==> config.mk <==
export PLATFORM = sky130hd
export DESIGN_NAME = led_engine_control_regs
export DESIGN_NICKNAME = d
export VERILOG_FILES = /design/src/rtl/led_ctrl_pkg.sv /design/src/rtl/led_engine_control_regs.sv /design/src/rtl/seq_engine.sv /design/src/rtl/slow_tick_div.sv
export VERILOG_INCLUDE_DIRS = /design/src /design/src/rtl
export SDC_FILE = /design/constraint.sdc
export NUM_CORES = 1
export LEC_CHECK = 0
export BUFFER_PORTS_ARGS = -buffer_cell sky130_fd_sc_hd__buf_2
export CORE_AREA = 2 2 130 132
export DETAILED_ROUTE_END_ITERATION = 7
export DIE_AREA = 0 0 132 134
export GPL_TIMING_DRIVEN = 0
export PLACE_DENSITY = 0.82
export SLEW_MARGIN = 30
export SYNTH_ARGS = -nofsm -noshare
export SYNTH_HDL_FRONTEND = slang
export SYNTH_SLANG_ARGS = --single-unit
==> constraint.sdc <==
create_clock -name ref_clk_i -period 5.59 [get_ports ref_clk_i]
set_input_delay 1.677 -clock ref_clk_i [delete_from_list [all_inputs] [get_ports ref_clk_i]]
set_output_delay 1.677 -clock ref_clk_i [all_outputs]
set_load 0.02 [all_outputs]
==> src/rtl/led_ctrl_consts.svh <==
// Constants of the LED sequencer control register bank.
// Assumes a 25 MHz system clock and a 32 kHz tick enable from a divider.
`ifndef LED_CTRL_CONSTS_SVH
`define LED_CTRL_CONSTS_SVH
`define ADDR_RUN_CTRL 8'h00
`define ADDR_MODE_SEL 8'h01
`define ADDR_BLUE_DUTY 8'h02
`define ADDR_GREEN_DUTY 8'h03
`define ADDR_RED_DUTY 8'h04
`define RST_REG8 8'h00
`define BIT_LOG_DIM 7
`define BIT_MASTER_ON 6
`define MODE_USED_MASK 8'h3f
`define CLK_HZ 25000000
`define TICK_HZ 32768
`define STARTUP_US 500
`define STARTUP_CYC ((`STARTUP_US * (`CLK_HZ / 1000)) / 1000)
`define SLOW_DIV (`CLK_HZ / `TICK_HZ)
`endif

==> src/rtl/led_ctrl_pkg.sv <==
// Types of the LED sequencer control register bank.
// Assumes the constants header is included by the users.
package led_ctrl_pkg;
  typedef enum logic [1:0] {
    EXEC_HOLD = 2'h0,
    EXEC_STEP = 2'h1,
    EXEC_RUN = 2'h2,
    EXEC_SINGLE = 2'h3
  } exec_type;
  typedef enum logic [1:0] {
    OP_DISABLED = 2'h0,
    OP_LOAD = 2'h1,
    OP_RUN = 2'h2,
    OP_DIRECT = 2'h3
  } op_type;
endpackage : led_ctrl_pkg

==> src/rtl/led_engine_control_regs.sv <==
// What this block does
// - Log dimming bit set means logarithmic PWM output, else linear.
// - Master on bit starts the internal startup sequence.
// - Enable pin low clears the master on bit.
// - Run control holds exec fields at bits 5:4, 3:2, 1:0.
// - Hold finishes current instruction then stops.
// - Program counter access only while the engine holds.
// - Step executes, increments counter, returns to hold.
// - Run executes continuously from the current counter.
// - Single execute runs one instruction, no increment, back to hold.
// - Exec fields take effect after 32 kHz synchronisation.
// - Mode fields per engine; 00 disables, 01 loads and resets counter.
// - Mode 10 runs by exec field; 11 is direct control.
// - Mode fields take effect after 32 kHz synchronisation.
// - Duty registers hold 8-bit direct-control PWM values.
// Register bank behind a simple byte port; assumes an I2C front end.
`include "led_ctrl_consts.svh"
`timescale 1ns/1ps
`default_nettype none
module led_engine_control_regs #(
  parameter int STARTUP_CYCLES = `STARTUP_CYC,
  parameter int TICK_DIV = `SLOW_DIV
) (
  // Clock and reset
  input wire logic ref_clk_i,
  input wire logic rst_i,
  // Enable pin, low forces master off
  input wire logic chip_enable_i,
  // Register port from the serial front end
  input wire logic reg_wr_i,
  input wire logic reg_rd_i,
  input wire logic [7:0] reg_addr_i,
  input wire logic [7:0] reg_wdata_i,
  output logic [7:0] reg_rdata_o,
  // Chip state
  output logic startup_busy_o,
  output logic chip_active_o,
  output logic log_dim_o,
  // Per-engine effective state
  output logic [5:0] exec_eff_o,
  output logic [5:0] op_eff_o,
  output logic [2:0] engine_busy_o,
  // Channel PWM outputs
  output logic [7:0] blue_pwm_o,
  output logic [7:0] green_pwm_o,
  output logic [7:0] red_pwm_o
);
  logic [7:0] run_ctrl_q;
  logic [7:0] run_ctrl_d;
  logic [7:0] mode_q;
  logic [7:0] blue_q;
  logic [7:0] green_q;
  logic [7:0] red_q;
  logic [5:0] exec_q;
  logic [5:0] op_q;
  logic [31:0] start_cnt_q;
  logic tick;
  logic [2:0] done;
  logic [11:0] pc_all;
  logic wr_run;
  logic wr_mode;

  // Address decode
  assign wr_run = reg_wr_i && reg_addr_i == `ADDR_RUN_CTRL;
  assign wr_mode = reg_wr_i && reg_addr_i == `ADDR_MODE_SEL;

  slow_tick_div #(
    .DIV(TICK_DIV)
  ) u_div (
    .ref_clk_i(ref_clk_i),
    .rst_i(rst_i),
    .tick_o(tick)
  );

  // Next run control: host write, engine self-clear to hold, pin clear.
  // Self-clear targets only the written-back field of a finished engine.
  always_comb begin
    run_ctrl_d = run_ctrl_q;
    for (int e = 0; e < 3; e++) begin
      if (done[e]) begin
        run_ctrl_d[(5-2*e) -: 2] = led_ctrl_pkg::EXEC_HOLD;
      end
    end
    if (wr_run) begin
      run_ctrl_d = reg_wdata_i;
    end
    if (!chip_enable_i) begin
      run_ctrl_d[`BIT_MASTER_ON] = 1'b0;
    end
  end

  // Host registers
  always_ff @(posedge ref_clk_i) begin
    if (rst_i) begin
      run_ctrl_q <= `RST_REG8;
      mode_q <= `RST_REG8;
      blue_q <= `RST_REG8;
      green_q <= `RST_REG8;
      red_q <= `RST_REG8;
    end else begin
      run_ctrl_q <= run_ctrl_d;
      if (wr_mode) begin
        mode_q <= reg_wdata_i & `MODE_USED_MASK;
      end
      if (reg_wr_i && reg_addr_i == `ADDR_BLUE_DUTY) begin
        blue_q <= reg_wdata_i;
      end
      if (reg_wr_i && reg_addr_i == `ADDR_GREEN_DUTY) begin
        green_q <= reg_wdata_i;
      end
      if (reg_wr_i && reg_addr_i == `ADDR_RED_DUTY) begin
        red_q <= reg_wdata_i;
      end
    end
  end

  // Self-clear mask of finished engines, engine 1 in the top field.
  // The slow copy must drop a finished step at once: the host copy
  // clears one cycle late, and the next tick would run the step twice.
  logic [5:0] exec_clr;
  logic [5:0] exec_d;
  assign exec_clr = {{2{done[0]}}, {2{done[1]}}, {2{done[2]}}};
  assign exec_d = (tick ? run_ctrl_q[5:0] : exec_q) & ~exec_clr;

  // Slow-domain copies; mode fields only move at a 32 kHz tick, exec fields also at an engine self-clear
  always_ff @(posedge ref_clk_i) begin
    if (rst_i) begin
      exec_q <= 6'h00;
      op_q <= 6'h00;
    end else begin
      exec_q <= exec_d;
      if (tick) begin
        op_q <= mode_q[5:0];
      end
    end
  end

  // Startup sequence timer, rearmed by each master-on rise
  always_ff @(posedge ref_clk_i) begin
    if (rst_i || !run_ctrl_q[`BIT_MASTER_ON]) begin
      start_cnt_q <= 32'h0;
    end else if (start_cnt_q != 32'(STARTUP_CYCLES)) begin
      start_cnt_q <= start_cnt_q + 32'h1;
    end
  end
  assign startup_busy_o = run_ctrl_q[`BIT_MASTER_ON] &&
    start_cnt_q != 32'(STARTUP_CYCLES);
  assign chip_active_o = run_ctrl_q[`BIT_MASTER_ON] && !startup_busy_o;
  assign log_dim_o = run_ctrl_q[`BIT_LOG_DIM];

  // Three engines; engine 1 uses the top field
  for (genvar g = 0; g < 3; g++) begin : g_eng
    seq_engine #(
      .PC_W(4)
    ) u_eng (
      .ref_clk_i(ref_clk_i),
      .rst_i(rst_i),
      .tick_i(tick && chip_active_o),
      .exec_i(exec_q[(5-2*g) -: 2]),
      .op_i(op_q[(5-2*g) -: 2]),
      .pc_o(pc_all[4*g +: 4]),
      .busy_o(engine_busy_o[g]),
      .done_o(done[g])
    );
  end

  assign exec_eff_o = exec_q;
  assign op_eff_o = op_q;

  // Direct PWM outputs; log curve approximated by squaring the duty
  function automatic logic [7:0] shape(input logic [7:0] v,
                                       input logic lg);
    logic [15:0] sq;
    sq = v * v;
    return lg ? sq[15:8] : v;
  endfunction : shape

  always_ff @(posedge ref_clk_i) begin
    if (rst_i) begin
      blue_pwm_o <= 8'h00;
      green_pwm_o <= 8'h00;
      red_pwm_o <= 8'h00;
    end else begin
      blue_pwm_o <= shape(blue_q, run_ctrl_q[`BIT_LOG_DIM]);
      green_pwm_o <= shape(green_q, run_ctrl_q[`BIT_LOG_DIM]);
      red_pwm_o <= shape(red_q, run_ctrl_q[`BIT_LOG_DIM]);
    end
  end

  // Read mux, unmapped reads zero
  always_comb begin
    unique case (reg_addr_i)
      `ADDR_RUN_CTRL: reg_rdata_o = run_ctrl_q;
      `ADDR_MODE_SEL: reg_rdata_o = mode_q;
      `ADDR_BLUE_DUTY: reg_rdata_o = blue_q;
      `ADDR_GREEN_DUTY: reg_rdata_o = green_q;
      `ADDR_RED_DUTY: reg_rdata_o = red_q;
      default: reg_rdata_o = 8'h00;
    endcase
  end

  // Assertions; engine checks watch engine 1, the others share its logic

  // Pin low wins over any host write
  AST_PIN_CLEARS: assert property (@(posedge ref_clk_i)
    disable iff (rst_i)
    !chip_enable_i |=> !run_ctrl_q[`BIT_MASTER_ON])
    else $error("master on survived pin low");

  // Unused mode bits never stored
  AST_MODE_TOP: assert property (@(posedge ref_clk_i)
    disable iff (rst_i)
    mode_q[7:6] == 2'h0)
    else $error("mode upper bits nonzero");

  // Exec copy moves only at a tick or by an engine self-clear
  AST_EXEC_SYNC: assert property (@(posedge ref_clk_i)
    disable iff (rst_i)
    !tick && done == 3'h0 |=> $stable(exec_q))
    else $error("exec moved without tick");

  // Mode copy taken at each tick
  AST_OP_SYNC: assert property (@(posedge ref_clk_i)
    disable iff (rst_i)
    tick |=> op_q == $past(mode_q[5:0]))
    else $error("mode not taken at tick");

  // Host write lands whole while the pin is high
  AST_RUN_WR: assert property (@(posedge ref_clk_i)
    disable iff (rst_i)
    wr_run && chip_enable_i |=> run_ctrl_q == $past(reg_wdata_i))
    else $error("run control write lost");

  // A finished step returns the host field to hold
  AST_DONE_HOLD: assert property (@(posedge ref_clk_i)
    disable iff (rst_i)
    done[0] && !wr_run |=> run_ctrl_q[5:4] == 2'h0)
    else $error("engine not returned to hold");

  // Master on starts the startup timer
  AST_STARTUP: assert property (@(posedge ref_clk_i)
    disable iff (rst_i)
    $rose(run_ctrl_q[`BIT_MASTER_ON]) |-> startup_busy_o)
    else $error("startup not launched");

  // Linear mode passes the blue duty unchanged
  AST_DUTY: assert property (@(posedge ref_clk_i)
    disable iff (rst_i)
    !run_ctrl_q[`BIT_LOG_DIM] |=> blue_pwm_o == $past(blue_q))
    else $error("linear duty mismatch");

  // Linear mode passes the red duty unchanged
  AST_RED_DUTY: assert property (@(posedge ref_clk_i)
    disable iff (rst_i)
    !run_ctrl_q[`BIT_LOG_DIM] |=> red_pwm_o == $past(red_q))
    else $error("linear red duty mismatch");

  // Mode write stores the used bits only
  AST_MODE_WR: assert property (@(posedge ref_clk_i)
    disable iff (rst_i)
    wr_mode |=> mode_q == ($past(reg_wdata_i) & `MODE_USED_MASK))
    else $error("mode write lost");

  // A bare read changes neither the mode nor the blue duty register
  AST_READ_QUIET: assert property (@(posedge ref_clk_i)
    disable iff (rst_i)
    reg_rd_i && !reg_wr_i |=> $stable(mode_q) && $stable(blue_q))
    else $error("read disturbed a register");

  // Without master on the chip is neither starting nor active
  AST_MASTER_OFF: assert property (@(posedge ref_clk_i)
    disable iff (rst_i)
    !run_ctrl_q[`BIT_MASTER_ON] |-> !chip_active_o && !startup_busy_o)
    else $error("active without master on");

  // Counter stands still in hold outside load mode, so the host may touch it
  AST_PC_HOLD: assert property (@(posedge ref_clk_i)
    disable iff (rst_i)
    op_q[5:4] != led_ctrl_pkg::OP_LOAD &&
    exec_q[5:4] == led_ctrl_pkg::EXEC_HOLD |=> $stable(pc_all[3:0]))
    else $error("counter moved in hold");

  // Step advances the counter by one
  AST_STEP_INC: assert property (@(posedge ref_clk_i)
    disable iff (rst_i)
    tick && chip_active_o && op_q[5:4] == led_ctrl_pkg::OP_RUN &&
    exec_q[5:4] == led_ctrl_pkg::EXEC_STEP
    |=> pc_all[3:0] == $past(pc_all[3:0]) + 4'h1)
    else $error("step did not advance counter");

  // Step reports done for the self-clear
  AST_STEP_DONE: assert property (@(posedge ref_clk_i)
    disable iff (rst_i)
    tick && chip_active_o && op_q[5:4] == led_ctrl_pkg::OP_RUN &&
    exec_q[5:4] == led_ctrl_pkg::EXEC_STEP |=> done[0])
    else $error("step did not finish");

  // Done clears the slow copy at once, so no second step
  AST_DONE_EXEC: assert property (@(posedge ref_clk_i)
    disable iff (rst_i)
    done[0] |=> exec_q[5:4] == led_ctrl_pkg::EXEC_HOLD)
    else $error("finished step still pending");

  // Run advances the counter at each tick
  AST_RUN_INC: assert property (@(posedge ref_clk_i)
    disable iff (rst_i)
    tick && chip_active_o && op_q[5:4] == led_ctrl_pkg::OP_RUN &&
    exec_q[5:4] == led_ctrl_pkg::EXEC_RUN
    |=> pc_all[3:0] == $past(pc_all[3:0]) + 4'h1)
    else $error("run did not advance counter");

  // Single execute leaves the counter alone
  AST_SINGLE_PC: assert property (@(posedge ref_clk_i)
    disable iff (rst_i)
    tick && chip_active_o && op_q[5:4] == led_ctrl_pkg::OP_RUN &&
    exec_q[5:4] == led_ctrl_pkg::EXEC_SINGLE |=> $stable(pc_all[3:0]))
    else $error("single execute moved counter");

  // Load mode resets the counter
  AST_LOAD_PC: assert property (@(posedge ref_clk_i)
    disable iff (rst_i)
    op_q[5:4] == led_ctrl_pkg::OP_LOAD |=> pc_all[3:0] == 4'h0)
    else $error("load did not reset counter");

  // Only run mode lets the engine work
  AST_NOT_RUN: assert property (@(posedge ref_clk_i)
    disable iff (rst_i)
    op_q[5:4] != led_ctrl_pkg::OP_RUN |-> !engine_busy_o[0])
    else $error("engine busy outside run mode");

  // Main scenarios
  COV_START: cover property (@(posedge ref_clk_i) $fell(startup_busy_o));
  COV_STEP: cover property (@(posedge ref_clk_i) done[0]);
  COV_LOG: cover property (@(posedge ref_clk_i) log_dim_o && blue_q != 8'h00);
  COV_DIRECT: cover property (@(posedge ref_clk_i)
    op_q[5:4] == led_ctrl_pkg::OP_DIRECT);
endmodule : led_engine_control_regs
`default_nettype wire

==> src/rtl/seq_engine.sv <==
// One sequencing engine: execution control of its program counter.
// Assumes exec and op inputs are already taken at the slow tick.
`include "led_ctrl_consts.svh"
`timescale 1ns/1ps
`default_nettype none
module seq_engine #(
  parameter int PC_W = 4
) (
  // Clock and reset
  input wire logic ref_clk_i,
  input wire logic rst_i,
  // Control from the slow domain
  input wire logic tick_i,
  input wire logic [1:0] exec_i,
  input wire logic [1:0] op_i,
  // Status
  output logic [PC_W-1:0] pc_o,
  output logic busy_o,
  output logic done_o
);
  logic [PC_W-1:0] pc_q;
  logic running;
  assign running = op_i == led_ctrl_pkg::OP_RUN;

  // One instruction per slow tick; step and single report done
  always_ff @(posedge ref_clk_i) begin
    if (rst_i) begin
      pc_q <= '0;
      done_o <= 1'b0;
    end else begin
      done_o <= 1'b0;
      if (op_i == led_ctrl_pkg::OP_LOAD) begin
        pc_q <= '0;
      end else if (tick_i && running) begin
        unique case (exec_i)
          led_ctrl_pkg::EXEC_HOLD: ;
          led_ctrl_pkg::EXEC_STEP: begin
            pc_q <= pc_q + 1'b1;
            done_o <= 1'b1;
          end
          led_ctrl_pkg::EXEC_RUN: pc_q <= pc_q + 1'b1;
          led_ctrl_pkg::EXEC_SINGLE: done_o <= 1'b1;
        endcase
      end
    end
  end
  assign pc_o = pc_q;
  assign busy_o = running && exec_i != led_ctrl_pkg::EXEC_HOLD;
endmodule : seq_engine
`default_nettype wire

==> src/rtl/slow_tick_div.sv <==
// Divider making a one-cycle enable pulse at the 32 kHz sequencer rate.
// Assumes a single free-running system clock.
`timescale 1ns/1ps
`default_nettype none
module slow_tick_div #(
  parameter int DIV = 763
) (
  // Clock and reset
  input wire logic ref_clk_i,
  input wire logic rst_i,
  // Tick
  output logic tick_o
);
  logic [15:0] cnt_q;

  // Count down, pulse at zero
  always_ff @(posedge ref_clk_i) begin
    if (rst_i || cnt_q == 16'h0000) begin
      cnt_q <= 16'(DIV - 1);
    end else begin
      cnt_q <= cnt_q - 16'h0001;
    end
  end
  assign tick_o = (cnt_q == 16'h0000) && !rst_i;
endmodule : slow_tick_div
`default_nettype wire

* Word level (Yosys, flattened, before mapping)
Index checks and enable logic that the tools add are counted.
** Operators by class
- Add/subtract/negate cells :: 2
- $mul :: 3
- Eq/ne operators :: 17
- Muxes and demuxes :: 12
- Bitwise gates (word level) :: 6
- Reduce and logical (&&, ||, !) cells :: 35
** Operators with widths (number)
- 8-bit by 8-bit multiplier with 16-bit output :: 3
- 8-bit one-hot mux with 5 select lines :: 1
- 32-bit by 1-bit adder with 32-bit output (second input constant) :: 1
- 32-bit by 14-bit inequality test with 1-bit output (second input constant) :: 1
- 8-bit 2-to-1 mux :: 3
- 8-bit by 2-bit equality test with 1-bit output (second input constant) :: 2
- 16-bit zero test :: 1
- 16-bit by 1-bit subtractor with 16-bit output (second input constant) :: 1
- 1-bit logical AND :: 15
- 2-bit by 1-bit equality test with 1-bit output (second input constant) :: 6
- 2-bit equality test (second input constant) :: 6
- 6-bit 2-to-1 mux :: 2
- 2-bit nonzero test :: 6
- 3-bit OR reduction :: 3
- 8-bit by 1-bit equality test with 1-bit output (second input constant) :: 1
- 8-bit by 3-bit equality test with 1-bit output (second input constant) :: 1
- 8-bit zero test :: 1
- 2-bit OR reduction :: 4
- 6-bit bitwise AND :: 1
- 2-bit 2-to-1 mux :: 3
- 6-bit inverter :: 1
- 1-bit inverter :: 4
- 1-bit zero test :: 3
- 1-bit 2-to-1 mux :: 3
- 1-bit logical OR :: 2
** Storage, ports and cells
- Bits in registers :: 125

* Longest topological paths before layout
Gate-level depths: netlist of the first run.
- Depth in word-level cells :: 8
- Mapped depth :: 16
- Mapped depth without buffers :: 15

* Cells and area by module
A second synthesis of the first run with hierarchy kept.
** Unflattened totals
- Cell total of the unflattened synthesis :: 1227
- Area total of the unflattened synthesis :: 10695.3 sq um
** Modules (own cells, without submodules)
- led_engine_control_regs :: instances 1, cells an instance 1060, area each 9115.0 sq um
- seq_engine :: instances 3, cells an instance 31, area each 282.8 sq um
- slow_tick_div :: instances 1, cells an instance 74, area each 732.0 sq um

* Worst setup path before layout of the first run
No wires, ideal clock.
- Kind :: input port to output port
- Start point :: input port reg_addr_i[3]
- End point :: output port reg_rdata_o[6]
- Arrival :: 3.210 ns
- Required time :: 3.913 ns
- Path slack :: 0.703 ns
- Stages on the path :: 6
- Path buffers :: 2
- Cell sequence :: or4_4 -> and4bb_2 -> buf_2 -> buf_2 -> a22oi_1 -> o21ai_0
** Between the ends
- Word-level cells in the longest chain between the ends :: 2
** RTL lines
- start: declaration :: RTL line led_engine_control_regs.sv:32 : input wire logic [7:0] reg_addr_i,
- 8-bit by 3-bit equality test with 1-bit output, or another cell as far along :: RTL line led_engine_control_regs.sv:192 : unique case (reg_addr_i)
- 8-bit one-hot mux with 5 select lines * :: RTL line led_engine_control_regs.sv:192
- end: declaration :: RTL line led_engine_control_regs.sv:34 : output logic [7:0] reg_rdata_o,
Every way passes the cells marked *; elsewhere a longest branch is shown, timed or not.

* Worst setup path in the final report of the first run
- Start point :: input port reg_addr_i[3]
- End point :: output port reg_rdata_o[7]
Same word-level chain as after synthesis.

==> Flow_metrics.wiki, run 1 <==
{| class="wikitable"
! Metric !! Value
|-
| DPL Wire Length || 18,100 um
|-
| Cell family contributing the most delay on the critical path || simple AND/OR/NAND/NOR gates
|-
| Die width || 132 um
|-
| Share of synthesized flip-flops with an asynchronous set or reset || 0%
|-
| Power density over cell area || 186 mW/mm^2
|-
| Total placed cells including tap cells || 1,427
|-
| Remaining global-route overflow || 0
|-
| Y dimension of the die || 134 um
|-
| Share of final-layout standard cells stronger than drive strength 1 || 10.8%
|-
| Post-layout instance area || 0.0111 sq mm
|-
| Overall die area || 0.0177 sq mm
|-
| Relative slew margins || 35.9%
|-
| Total standard cell area after synthesis || 0.00993 sq mm
|-
| Final setup skew || 9.08 ps
|-
| Number of hold violations in the final report || 0
|-
| Post-Synth Adder-Cell Area || 25.6%
|-
| Worst setup slack after layout || 288 ps
|-
| Synthesized-area fraction occupied by ao, oa, aoi and oai cells || 10.2%
|-
| Startpoint kind of the worst setup timing path || primary input
|-
| Worst min-delay path category || reg2reg
|-
| Proportion of synthesized area in mux cells || 4.47%
|-
| Area growth from synthesis to layout || 12.2%
|-
| Flip-flop and latch area || 0.00250 sq mm
|-
| # Max-Cap Violations || 0
|-
| Portion of the post-synthesis area used by sequential elements || 25.2%
|-
| Top cells by count, synth || sky130_fd_sc_hd__inv_1, sky130_fd_sc_hd__dfxtp_1, sky130_fd_sc_hd__nor2_1, sky130_fd_sc_hd__ha_1, sky130_fd_sc_hd__nand2_1
|-
| Total of buffers placed on input and output ports || 69
|-
| Cell variety after synth || 67
|-
| Number of post-CTS setup repair buffers || 0
|-
| Mapped Avg Cell Area || 8.73 sq um
|-
| Fraction of synthesized cell area taken by the top area cell type || 25.2%
|-
| Critical path data required time || 3910 ps
|-
| Count of flip-flops with a built-in enable after synthesis || 0
|-
| XOR/XNOR Fraction of Synth Area || 4.58%
|-
| R2R Setup Slk || 440 ps
|-
| Number of buffers created by CTS || 17
|-
| Number of nets in the synthesized netlist || 1,319
|-
| IO Pins || 71
|-
| First-pass GRT wire length || 39,700 um
|-
| Biggest cell delay along the critical path || 580 ps
|-
| Combinational family with the most area after synthesis || adder cells
|-
| Weighted congestion reported at the end of routability-driven placement || 0.911
|-
| Cells after synthesis || 1,138
|-
| Hold buffer count at CTS || 0
|-
| Highest attainable clock frequency || 189 MHz
|-
| Setup violators final || 0
|-
| Combined area of the multi-input logic cells || 0.00666 sq mm
|-
| Final Power || 2.07 mW
|-
| Top-count cell post-synth || sky130_fd_sc_hd__inv_1
|-
| Row Count || 47
|-
| Pin count of the biggest net entering global routing || 17
|-
| Core Footprint || 0.0163 sq mm
|-
| Run status || complete, no violations
|-
| Slew Limit Fails || 0
|-
| Critical Path Sink Type || primary output
|-
| Total Neg Setup Slack || 0 ps
|-
| Place WS || 321 ps
|-
| Worst slew pin tran || 958 ps
|-
| Category of the most critical setup path || in2out
|-
| Total via count in the routed design || 8,387
|-
| Top cell by count, worst path || sky130_fd_sc_hd__buf_2
|-
| Global-route total usage across every layer || 27.9%
|-
| Post-detailed-route DRC marker count || 0
|-
| Simple-gate share of the synthesized area || 22.2%
|-
| Buffer type at the clock tree root || sky130_fd_sc_hd__clkbuf_16
|-
| Primary FF master, synth || sky130_fd_sc_hd__dfxtp_1
|-
| H-tree level count || 4
|-
| Net count reported at finish || 1,407
|-
| Clock sink count || 125
|-
| Drt pass-1 iters || 5
|-
| Yosys warnings || 0
|-
| Vias per cell || 5.75
|-
| Cells taking the most area after synthesis || sky130_fd_sc_hd__dfxtp_1, sky130_fd_sc_hd__fa_1, sky130_fd_sc_hd__ha_1
|-
| TritonCTS clock tree || yes
|-
| Peak VDD IR || 222 uV
|-
| Per-cell routed wire length || 16.5 um
|-
| Initial cell density of the core || 61.0%
|-
| Max clock buf depth || 2
|-
| Critical path peak fanout || 10
|-
| Critical-path cell list || buf_2, or4_4, and4bb_2, buf_2, buf_2, a22oi_1, o21ai_0, buf_2
|-
| Clock latency on the worst-skew pair || 430 ps
|-
| Arrival time of the worst setup path || 3630 ps
|-
| PostCTS Resize Cnt || 0
|-
| Number of inserted filler cells in the final layout || 1,323
|-
| #FFs+latches synth || 125
|-
| Vias in the first global route || 8,126
|-
| Count of non-filler cells in the finished layout || 1,458
|-
| Buffers and inverters on the worst path || 4
|-
| Violation count after the first detailed-routing iteration || 642
|-
| Clock-pin slew on the worst setup and hold paths || 50 ps
|-
| Area of placed instances || 0.0106 sq mm
|-
| Final antenna-violating net count || 0
|-
| Number of antenna violations at the first check in global routing || 1
|-
| Post-detailed-routing wire length || 24,000 um
|-
| Final critical-path share of the clock period || 94.8%
|-
| Minimum clock period || 5300 ps
|-
| Most area-hungry cell type in the Yosys netlist || sky130_fd_sc_hd__dfxtp_1
|-
| Unrepaired setup endpoints after global routing || no
|-
| Leakage power || 5.35 nW
|-
| Cell with the biggest individual delay on the critical path || sky130_fd_sc_hd__or4_4
|}
## sequential cells by signal, summed over array words and instances (netlist names), 6 cells and up
signal,cells
run_ctrl_q,8
green_q,8
u_div.cnt_q,16
op_eff_o,6
mode_q,6
green_pwm_o,8
blue_q,8
red_q,8
blue_pwm_o,8
red_pwm_o,8
exec_eff_o,6
start_cnt_q,32
## cell families after synthesis
family	after synthesis
fa+ha+maj	160
buf+inv	196
compound gates	146
xor+xnor	52
simple gates	415
mux	44
flops	125
## layer usage
| layer | vias to the layer above | part of all wire [%] | global-route usage [%] |
|---|---|---|---|
| li1 | 4023 | - | - |
| met1 | 4034 | 44 | 37.1 |
| met2 | 264 | 46 | 44.9 |
| met3 | 66 | 6.9 | 5.63 |
| met4 | 0 | 2.9 | 11.3 |
| met5 | - | 0 | 0 |
## layout by cell type, fill, tap and decap left out, drive strengths merged, types with 7 or more instances in the layout
| cell | instances |
|---|---|
| inv | 140 |
| dfxtp | 125 |
| nor2 | 102 |
| ha | 88 |
| nand2 | 86 |
| buf | 84 |
| fa | 72 |
| clkbuf | 65 |
| and2 | 58 |
| mux2i | 41 |
| a21oi | 38 |
| o21ai | 29 |
| xnor2 | 28 |
| nand3 | 27 |
| xor2 | 24 |
| nor3 | 18 |
| nand4 | 18 |
| or3 | 17 |
| and3 | 14 |
| nor2b | 10 |
| nand2b | 10 |
| and4 | 9 |
| o21a | 9 |
| nand3b | 9 |
| a22oi | 8 |
| nor3b | 8 |
| nor4 | 8 |
| a211oi | 7 |
| a21o | 7 |
| or4 | 7 |
## stage by stage
| step | utilization [%] | hold WS (ps) |
|---|---|---|
| after floorplan | - | 384 |
| after global placement | 64.8 | 400 |
| after detailed placement | 64.8 | 409 |
| after CTS | 68.4 | 421 |
| after global routing | 68.4 | 443 |
| final | 68.4 | 415 |
## worst paths after layout
check,endpoint,startpoint,depth (start not counted)
min,u_div.cnt_q[0],u_div.cnt_q[0],1
max,reg_rdata_o[7],reg_addr_i[3],8
min reg2reg,u_div.cnt_q[0],u_div.cnt_q[0],1
max reg2reg,green_pwm_o[7],green_q[5],15
## cell type report
type,instances,area share (%)
multi-input combinational,817,59.8
antenna,1,0.0225
clock buffer,24,4.50
tap,220,2.47
buffer,56,2.20
clock inverter,6,0.752
inverter,140,4.72
sequential,125,22.5
timing repair buffer,69,3.10
## where the power goes
group / internal [mW] / switching (mW)
combinational: 0.0156 / 0.0400
clock: 0.709 / 0.409
sequential: 0.895 / 0.00440
Power figures use the tool's default switching activity.
==> inputs of run 2 (changes only) <==
--- a/config.mk
+++ b/config.mk
@@ -6,7 +6,7 @@
 export SDC_FILE = /design/constraint.sdc
 export NUM_CORES = 1
 export LEC_CHECK = 0
-export BUFFER_PORTS_ARGS = -buffer_cell sky130_fd_sc_hd__buf_2
+export BUFFER_PORTS_ARGS = -buffer_cell sky130_fd_sc_hd__buf_4
 export CORE_AREA = 2 2 130 132
 export DETAILED_ROUTE_END_ITERATION = 7
 export DIE_AREA = 0 0 132 134
==> constraint.sdc (replaced) <==
create_clock -name ref_clk_i -period 5.92 [get_ports ref_clk_i]
set_input_delay 1.776 -clock ref_clk_i [delete_from_list [all_inputs] [get_ports ref_clk_i]]
set_output_delay 1.776 -clock ref_clk_i [all_outputs]
set_load 0.02 [all_outputs]
==> run 2 against run 1 <==
- sequential power decreased by 5.6%
- non-clock buffer count stayed put
- clock skew is 1.9 ps lower
- first-iteration DRC count down 10%
- combinational power hardly changed
- count of clock-buffer cells in the layout shrank 2
- register-to-register slack better by 350 ps
- via count rose by 1.2%
- cell area is 1.8% higher
- final cell count is essentially flat
- critical path depth did not move
==> Flow_metrics.wiki, run 2 (synthesis gave the netlist of run 1 again) <==
{| class="wikitable"
! Metric !! Value
|-
| Final Power || 2.00 mW
|-
| Buffer type at the clock tree root || sky130_fd_sc_hd__clkbuf_16
|-
| Post-detailed-route DRC marker count || 0
|-
| Commonest non-fill, non-tap cell in the layout || sky130_fd_sc_hd__inv_1
|-
| First-pass GRT wire length || 40,100 um
|-
| Number of buffers created by CTS || 17
|-
| Row Count || 47
|-
| Number of hold violations in the final report || 0
|-
| Run status || complete, no violations
|-
| Setup violators final || 0
|-
| Overall die area || 0.0177 sq mm
|-
| Leakage power || 5.37 nW
|-
| Hold WS || 414 ps
|-
| Remaining global-route overflow || 0
|-
| Clock latency on the worst-skew pair || 430 ps
|-
| Worst slew pin tran || 986 ps
|-
| Weighted congestion reported at the end of routability-driven placement || 0.885
|-
| Total via count in the routed design || 8,490
|-
| Global-route total usage across every layer || 28.0%
|-
| Worst min-delay path category || reg2reg
|-
| Clock-pin slew on the worst setup and hold paths || 50 ps
|-
| Y dimension of the die || 134 um
|-
| Initial cell density of the core || 61.0%
|-
| Slew Limit Fails || 0
|-
| Share of final-layout standard cells stronger than drive strength 1 || 11.0%
|-
| Number of antenna violations at the first check in global routing || 0
|-
| Count of non-filler cells in the finished layout || 1,459
|-
| Critical path peak fanout || 10
|-
| Number of antenna diodes || 0
|-
| Critical Path Sink Type || primary output
|-
| Per-cell routed wire length || 16.3 um
|-
| TritonCTS clock tree || yes
|-
| Core Footprint || 0.0163 sq mm
|-
| Highest attainable clock frequency || 181 MHz
|-
| IO Pins || 71
|-
| Violation count after the first detailed-routing iteration || 575
|-
| H-tree level count || 4
|-
| Total of buffers placed on input and output ports || 69
|-
| Total placed cells including tap cells || 1,427
|-
| Startpoint kind of the worst setup timing path || primary input
|-
| Drt pass-1 iters || 5
|-
| Die width || 132 um
|-
| Unrepaired setup endpoints after global routing || no
|-
| Largest register FFs || 32
|-
| Number of inserted filler cells in the final layout || 1,256
|-
| Top library cells by usage in the layout, fill and taps aside || sky130_fd_sc_hd__inv_1, sky130_fd_sc_hd__dfxtp_1, sky130_fd_sc_hd__nor2_1
|-
| Power density over cell area || 176 mW/mm^2
|-
| Net count reported at finish || 1,407
|-
| Most flop-heavy register || start_cnt_q
|-
| Area growth from synthesis to layout || 14.1%
|-
| Arrival time of the worst setup path || 3730 ps
|-
| Number of post-CTS setup repair buffers || 0
|-
| Flip-flop and latch area || 0.00250 sq mm
|-
| Registers with the most flip-flops || start_cnt_q x32, u_div.cnt_q x16
|-
| Minimum clock period || 5510 ps
|-
| Final antenna-violating net count || 0
|-
| # Max-Cap Violations || 0
|-
| Vias per cell || 5.82
|-
| Clock sink count || 125
|-
| Category of the most critical setup path || in2out
|-
| Hold buffer count at CTS || 0
|-
| Combined area of the multi-input logic cells || 0.00666 sq mm
|-
| Pin count of the biggest net entering global routing || 17
|-
| PostCTS Resize Cnt || 0
|-
| Max clock buf depth || 2
|-
| Vias in the first global route || 8,236
|-
| Total Neg Setup Slack || 0 ps
|-
| Final setup skew || 7.20 ps
|-
| Critical path data required time || 4140 ps
|-
| Peak VDD IR || 222 uV
|-
| Final critical-path share of the clock period || 93.1%
|-
| Relative slew margins || 34.0%
|-
| DPL Wire Length || 17,900 um
|-
| Post-detailed-routing wire length || 23,800 um
|}
## run 2: changes by cell type in the layout (fill, tap and decap cells not counted), sizes merged
| cell | previous run | this run |
|---|---|---|
| clkinv | 4 | 5 |
| bufinv | 2 | 3 |
| clkbuf | 65 | 63 |
| clkinvlp | 0 | 2 |
| diode | 1 | 0 |
## run 2: metal layers
metal  GRT usage [%]  up-vias  part of all wire (%)
li1                -     4018                     -
met1            38.0     4077                    43
met2            45.9      335                    46
met3            4.16       60                   7.7
met4            9.60        0                   2.7
met5               0        -                     0
## run 2: area by class of cell
type | count | area share (%)
sequential | 125 | 22.1
inverter | 140 | 4.63
multi-input combinational | 817 | 58.7
tap | 220 | 2.43
timing repair buffer | 69 | 4.57
buffer | 56 | 2.16
clock inverter | 10 | 1.21
clock buffer | 22 | 4.18
## run 2: power by group
group	leakage [nW]	internal [mW]	switching [mW]
clock network	0.296	0.694	0.396
registers	1.01	0.845	0.00438
logic	4.06	0.0185	0.0373
## run 2: through the flow
step	cell area [sq um]	util (%)	setup slack, ps
after global routing	11300	69.6	348
final	11300	69.6	410
after global placement	10700	65.8	479
after detailed placement	10700	65.8	466
after floorplan	9930	-	835
after CTS	11300	69.6	446
## run 2: path summary, 6_finish.rpt
check | start | end | slack (ps) | depth (start not counted)
setup / recovery | reg_addr_i[3] | reg_rdata_o[7] | 410 | 8
setup reg to reg | green_q[5] | green_pwm_o[7] | 790 | 15
hold reg to reg | u_div.cnt_q[0] | u_div.cnt_q[0] | 410 | 1
hold / removal | u_div.cnt_q[0] | u_div.cnt_q[0] | 410 | 1
## run 2: critical path, stage by stage
cell                       delay (ps)
sky130_fd_sc_hd__buf_4            110
sky130_fd_sc_hd__or4_4            580
sky130_fd_sc_hd__and4bb_2         310
sky130_fd_sc_hd__buf_2            200
sky130_fd_sc_hd__buf_2            230
sky130_fd_sc_hd__a22oi_1          110
sky130_fd_sc_hd__o21ai_0          210
sky130_fd_sc_hd__buf_4            220
==> inputs of run 3 (changes only) <==
--- a/config.mk
+++ b/config.mk
@@ -12,6 +12,7 @@
 export DIE_AREA = 0 0 132 134
 export GPL_TIMING_DRIVEN = 0
 export PLACE_DENSITY = 0.82
+export RECOVER_POWER = 100
 export SLEW_MARGIN = 30
 export SYNTH_ARGS = -nofsm -noshare
 export SYNTH_HDL_FRONTEND = slang
==> run 3 against run 2 <==
- worst hold slack hardly changed
- clock skew about the same
- worst setup slack lost 100 ps
- critical path type unchanged
==> Flow_metrics.wiki, run 3 (synthesis gave the netlist of run 1 again) <==
{| class="wikitable"
! Metric !! Value
|-
| Clock-pin slew on the worst setup and hold paths || 50 ps
|-
| Arrival time of the worst setup path || 3840 ps
|-
| Registers with the most flip-flops || start_cnt_q x32, u_div.cnt_q x16
|-
| Post-detailed-routing wire length || 23,800 um
|-
| Share of final-layout standard cells stronger than drive strength 1 || 6.70%
|-
| Area growth from synthesis to layout || 12.0%
|-
| Setup violators final || 0
|-
| Total of buffers placed on input and output ports || 69
|-
| Net count reported at finish || 1,407
|-
| Vias in the first global route || 8,236
|-
| Critical Path Sink Type || primary output
|-
| Number of inserted filler cells in the final layout || 1,325
|-
| Number of antenna diodes || 0
|-
| Internal portion of total power || 1.56 mW
|-
| Drt pass-1 iters || 5
|-
| Final setup skew || 7.23 ps
|-
| Buffer type at the clock tree root || sky130_fd_sc_hd__clkbuf_16
|-
| Hold buffer count at CTS || 0
|-
| Largest register FFs || 32
|-
| Number of buffers created by CTS || 17
|-
| Number of post-CTS setup repair buffers || 0
|-
| Unrepaired setup endpoints after global routing || no
|-
| Switching share of power || 21.9%
|-
| Violation count after the first detailed-routing iteration || 618
|-
| Initial cell density of the core || 61.0%
|-
| Commonest non-fill, non-tap cell in the layout || sky130_fd_sc_hd__inv_1
|-
| Most flop-heavy register || start_cnt_q
|-
| PostCTS Resize Cnt || 0
|-
| Pin count of the biggest net entering global routing || 17
|-
| Worst reg2reg startpoint || blue_q[5]
|-
| Startpoint kind of the worst setup timing path || primary input
|-
| Y dimension of the die || 134 um
|-
| Top library cells by usage in the layout, fill and taps aside || sky130_fd_sc_hd__inv_1, sky130_fd_sc_hd__dfxtp_1, sky130_fd_sc_hd__nor2_1
|-
| Die width || 132 um
|-
| # Max-Cap Violations || 0
|-
| Core Footprint || 0.0163 sq mm
|-
| Category of the most critical setup path || in2out
|-
| Power density over cell area || 179 mW/mm^2
|-
| Peak VDD IR || 220 uV
|-
| Total Neg Setup Slack || 0 ps
|-
| Weighted congestion reported at the end of routability-driven placement || 0.885
|-
| Critical path data required time || 4140 ps
|-
| Vias per cell || 5.80
|-
| Minimum clock period || 5610 ps
|-
| First-pass GRT wire length || 40,100 um
|-
| Worst min-delay path category || reg2reg
|-
| Switching power of the nets || 0.438 mW
|-
| Final antenna-violating net count || 0
|-
| Max clock buf depth || 2
|-
| Slew Limit Fails || 0
|-
| Post-layout instance area || 0.0111 sq mm
|-
| Row Count || 47
|-
| Global-route total usage across every layer || 28.0%
|-
| Comb pwr share || 2.8%
|-
| Per-cell routed wire length || 16.3 um
|-
| Clock share of power || 54.7%
|-
| IO Pins || 71
|-
| Worst hold endpoint || u_div.cnt_q[0]
|-
| Final critical-path share of the clock period || 94.8%
|-
| Remaining global-route overflow || 0
|-
| Run status || complete, no violations
|-
| DPL Wire Length || 17,900 um
|-
| Highest attainable clock frequency || 178 MHz
|-
| Overall die area || 0.0177 sq mm
|-
| Hold wc startpoint || u_div.cnt_q[0]
|-
| R2R Path End || blue_pwm_o[7]
|-
| Total via count in the routed design || 8,459
|-
| Worst slew pin tran || 995 ps
|-
| Post-detailed-route DRC marker count || 0
|-
| Clock latency on the worst-skew pair || 420 ps
|-
| Cell depth of the worst flop-to-flop path || 15
|-
| Cell depth of the worst hold path || 1
|-
| Leakage power || 5.14 nW
|-
| H-tree level count || 4
|-
| Share of power burned in registers || 42.6%
|-
| Critical path peak fanout || 10
|-
| TritonCTS clock tree || yes
|-
| Number of antenna violations at the first check in global routing || 0
|-
| Area of placed instances || 0.0107 sq mm
|-
| Number of hold violations in the final report || 0
|-
| R2R Setup Slk || 640 ps
|-
| Clock sink count || 125
|-
| Relative slew margins || 33.4%
|}
[run 3: final cells by class]
type,instances,area [sq um],share of cell area (%)
Sequential cell,125,2500,22.5
Clock buffer,22,474,4.26
Multi-Input combinational cell,817,6630,59.6
Buffer,56,243,2.18
Clock inverter,10,138,1.24
Tap cell,220,275,2.47
Timing Repair Buffer,69,342,3.07
Inverter,140,526,4.72
[run 3: how the worst max path moves through the flow]
stage	startpoint	end	cells past startpoint
3_5_place_dp	reg_addr_i[3]	reg_rdata_o[6]	8
6_report	reg_addr_i[3]	reg_rdata_o[7]	8
2_1_floorplan	reg_addr_i[3]	reg_rdata_o[6]	6
5_1_grt	reg_addr_i[3]	reg_rdata_o[7]	8
4_1_cts	reg_addr_i[3]	reg_rdata_o[7]	8
3_3_place_gp	reg_addr_i[3]	reg_rdata_o[6]	8
[run 3: power groups by stage]
| stage | combinational, mW | sequential, mW | clock, mW |
|---|---|---|---|
| 2_1_floorplan | 0.0243 | 0.867 | 0 |
| 3_5_place_dp | 0.0540 | 0.867 | 0 |
| 5_1_grt | 0.0592 | 0.849 | 1.13 |
| 3_3_place_gp | 0.0535 | 0.867 | 0 |
| 4_1_cts | 0.0541 | 0.849 | 1.09 |
| 6_report | 0.0549 | 0.849 | 1.09 |
[run 3: worst max-delay path, cell delays in order]
cell	delay, ps
sky130_fd_sc_hd__buf_4	100
sky130_fd_sc_hd__or4_1	670
sky130_fd_sc_hd__and4bb_2	340
sky130_fd_sc_hd__buf_2	200
sky130_fd_sc_hd__buf_2	230
sky130_fd_sc_hd__a22oi_1	110
sky130_fd_sc_hd__o21ai_0	190
sky130_fd_sc_hd__buf_4	210
[run 3: routing by layer]
layer,wire (um),share of wire (%),global-route usage [%],vias up
met1,10400,44,38.0,4052
met2,11100,46,45.9,332
met3,1780,7.5,4.16,52
met4,579,2.4,9.60,0
li1,-,-,-,4023
met5,0,0,0,-
[run 3: metrics by stage]
step | std cells | total power [mW] | worst slack (ps) | utilization (%) | hold slack (ps)
6_report | 1459 | 1.99 | 306 | 68.3 | 413
5_1_grt | 1459 | 2.04 | 226 | 68.3 | 439
4_1_cts | 1459 | 2.00 | 446 | 69.6 | 415
3_5_place_dp | 1427 | 0.921 | 466 | 65.8 | 402
3_3_place_gp | 1427 | 0.921 | 479 | 65.8 | 397
2_1_floorplan | 1138 | 0.891 | 835 | - | 384
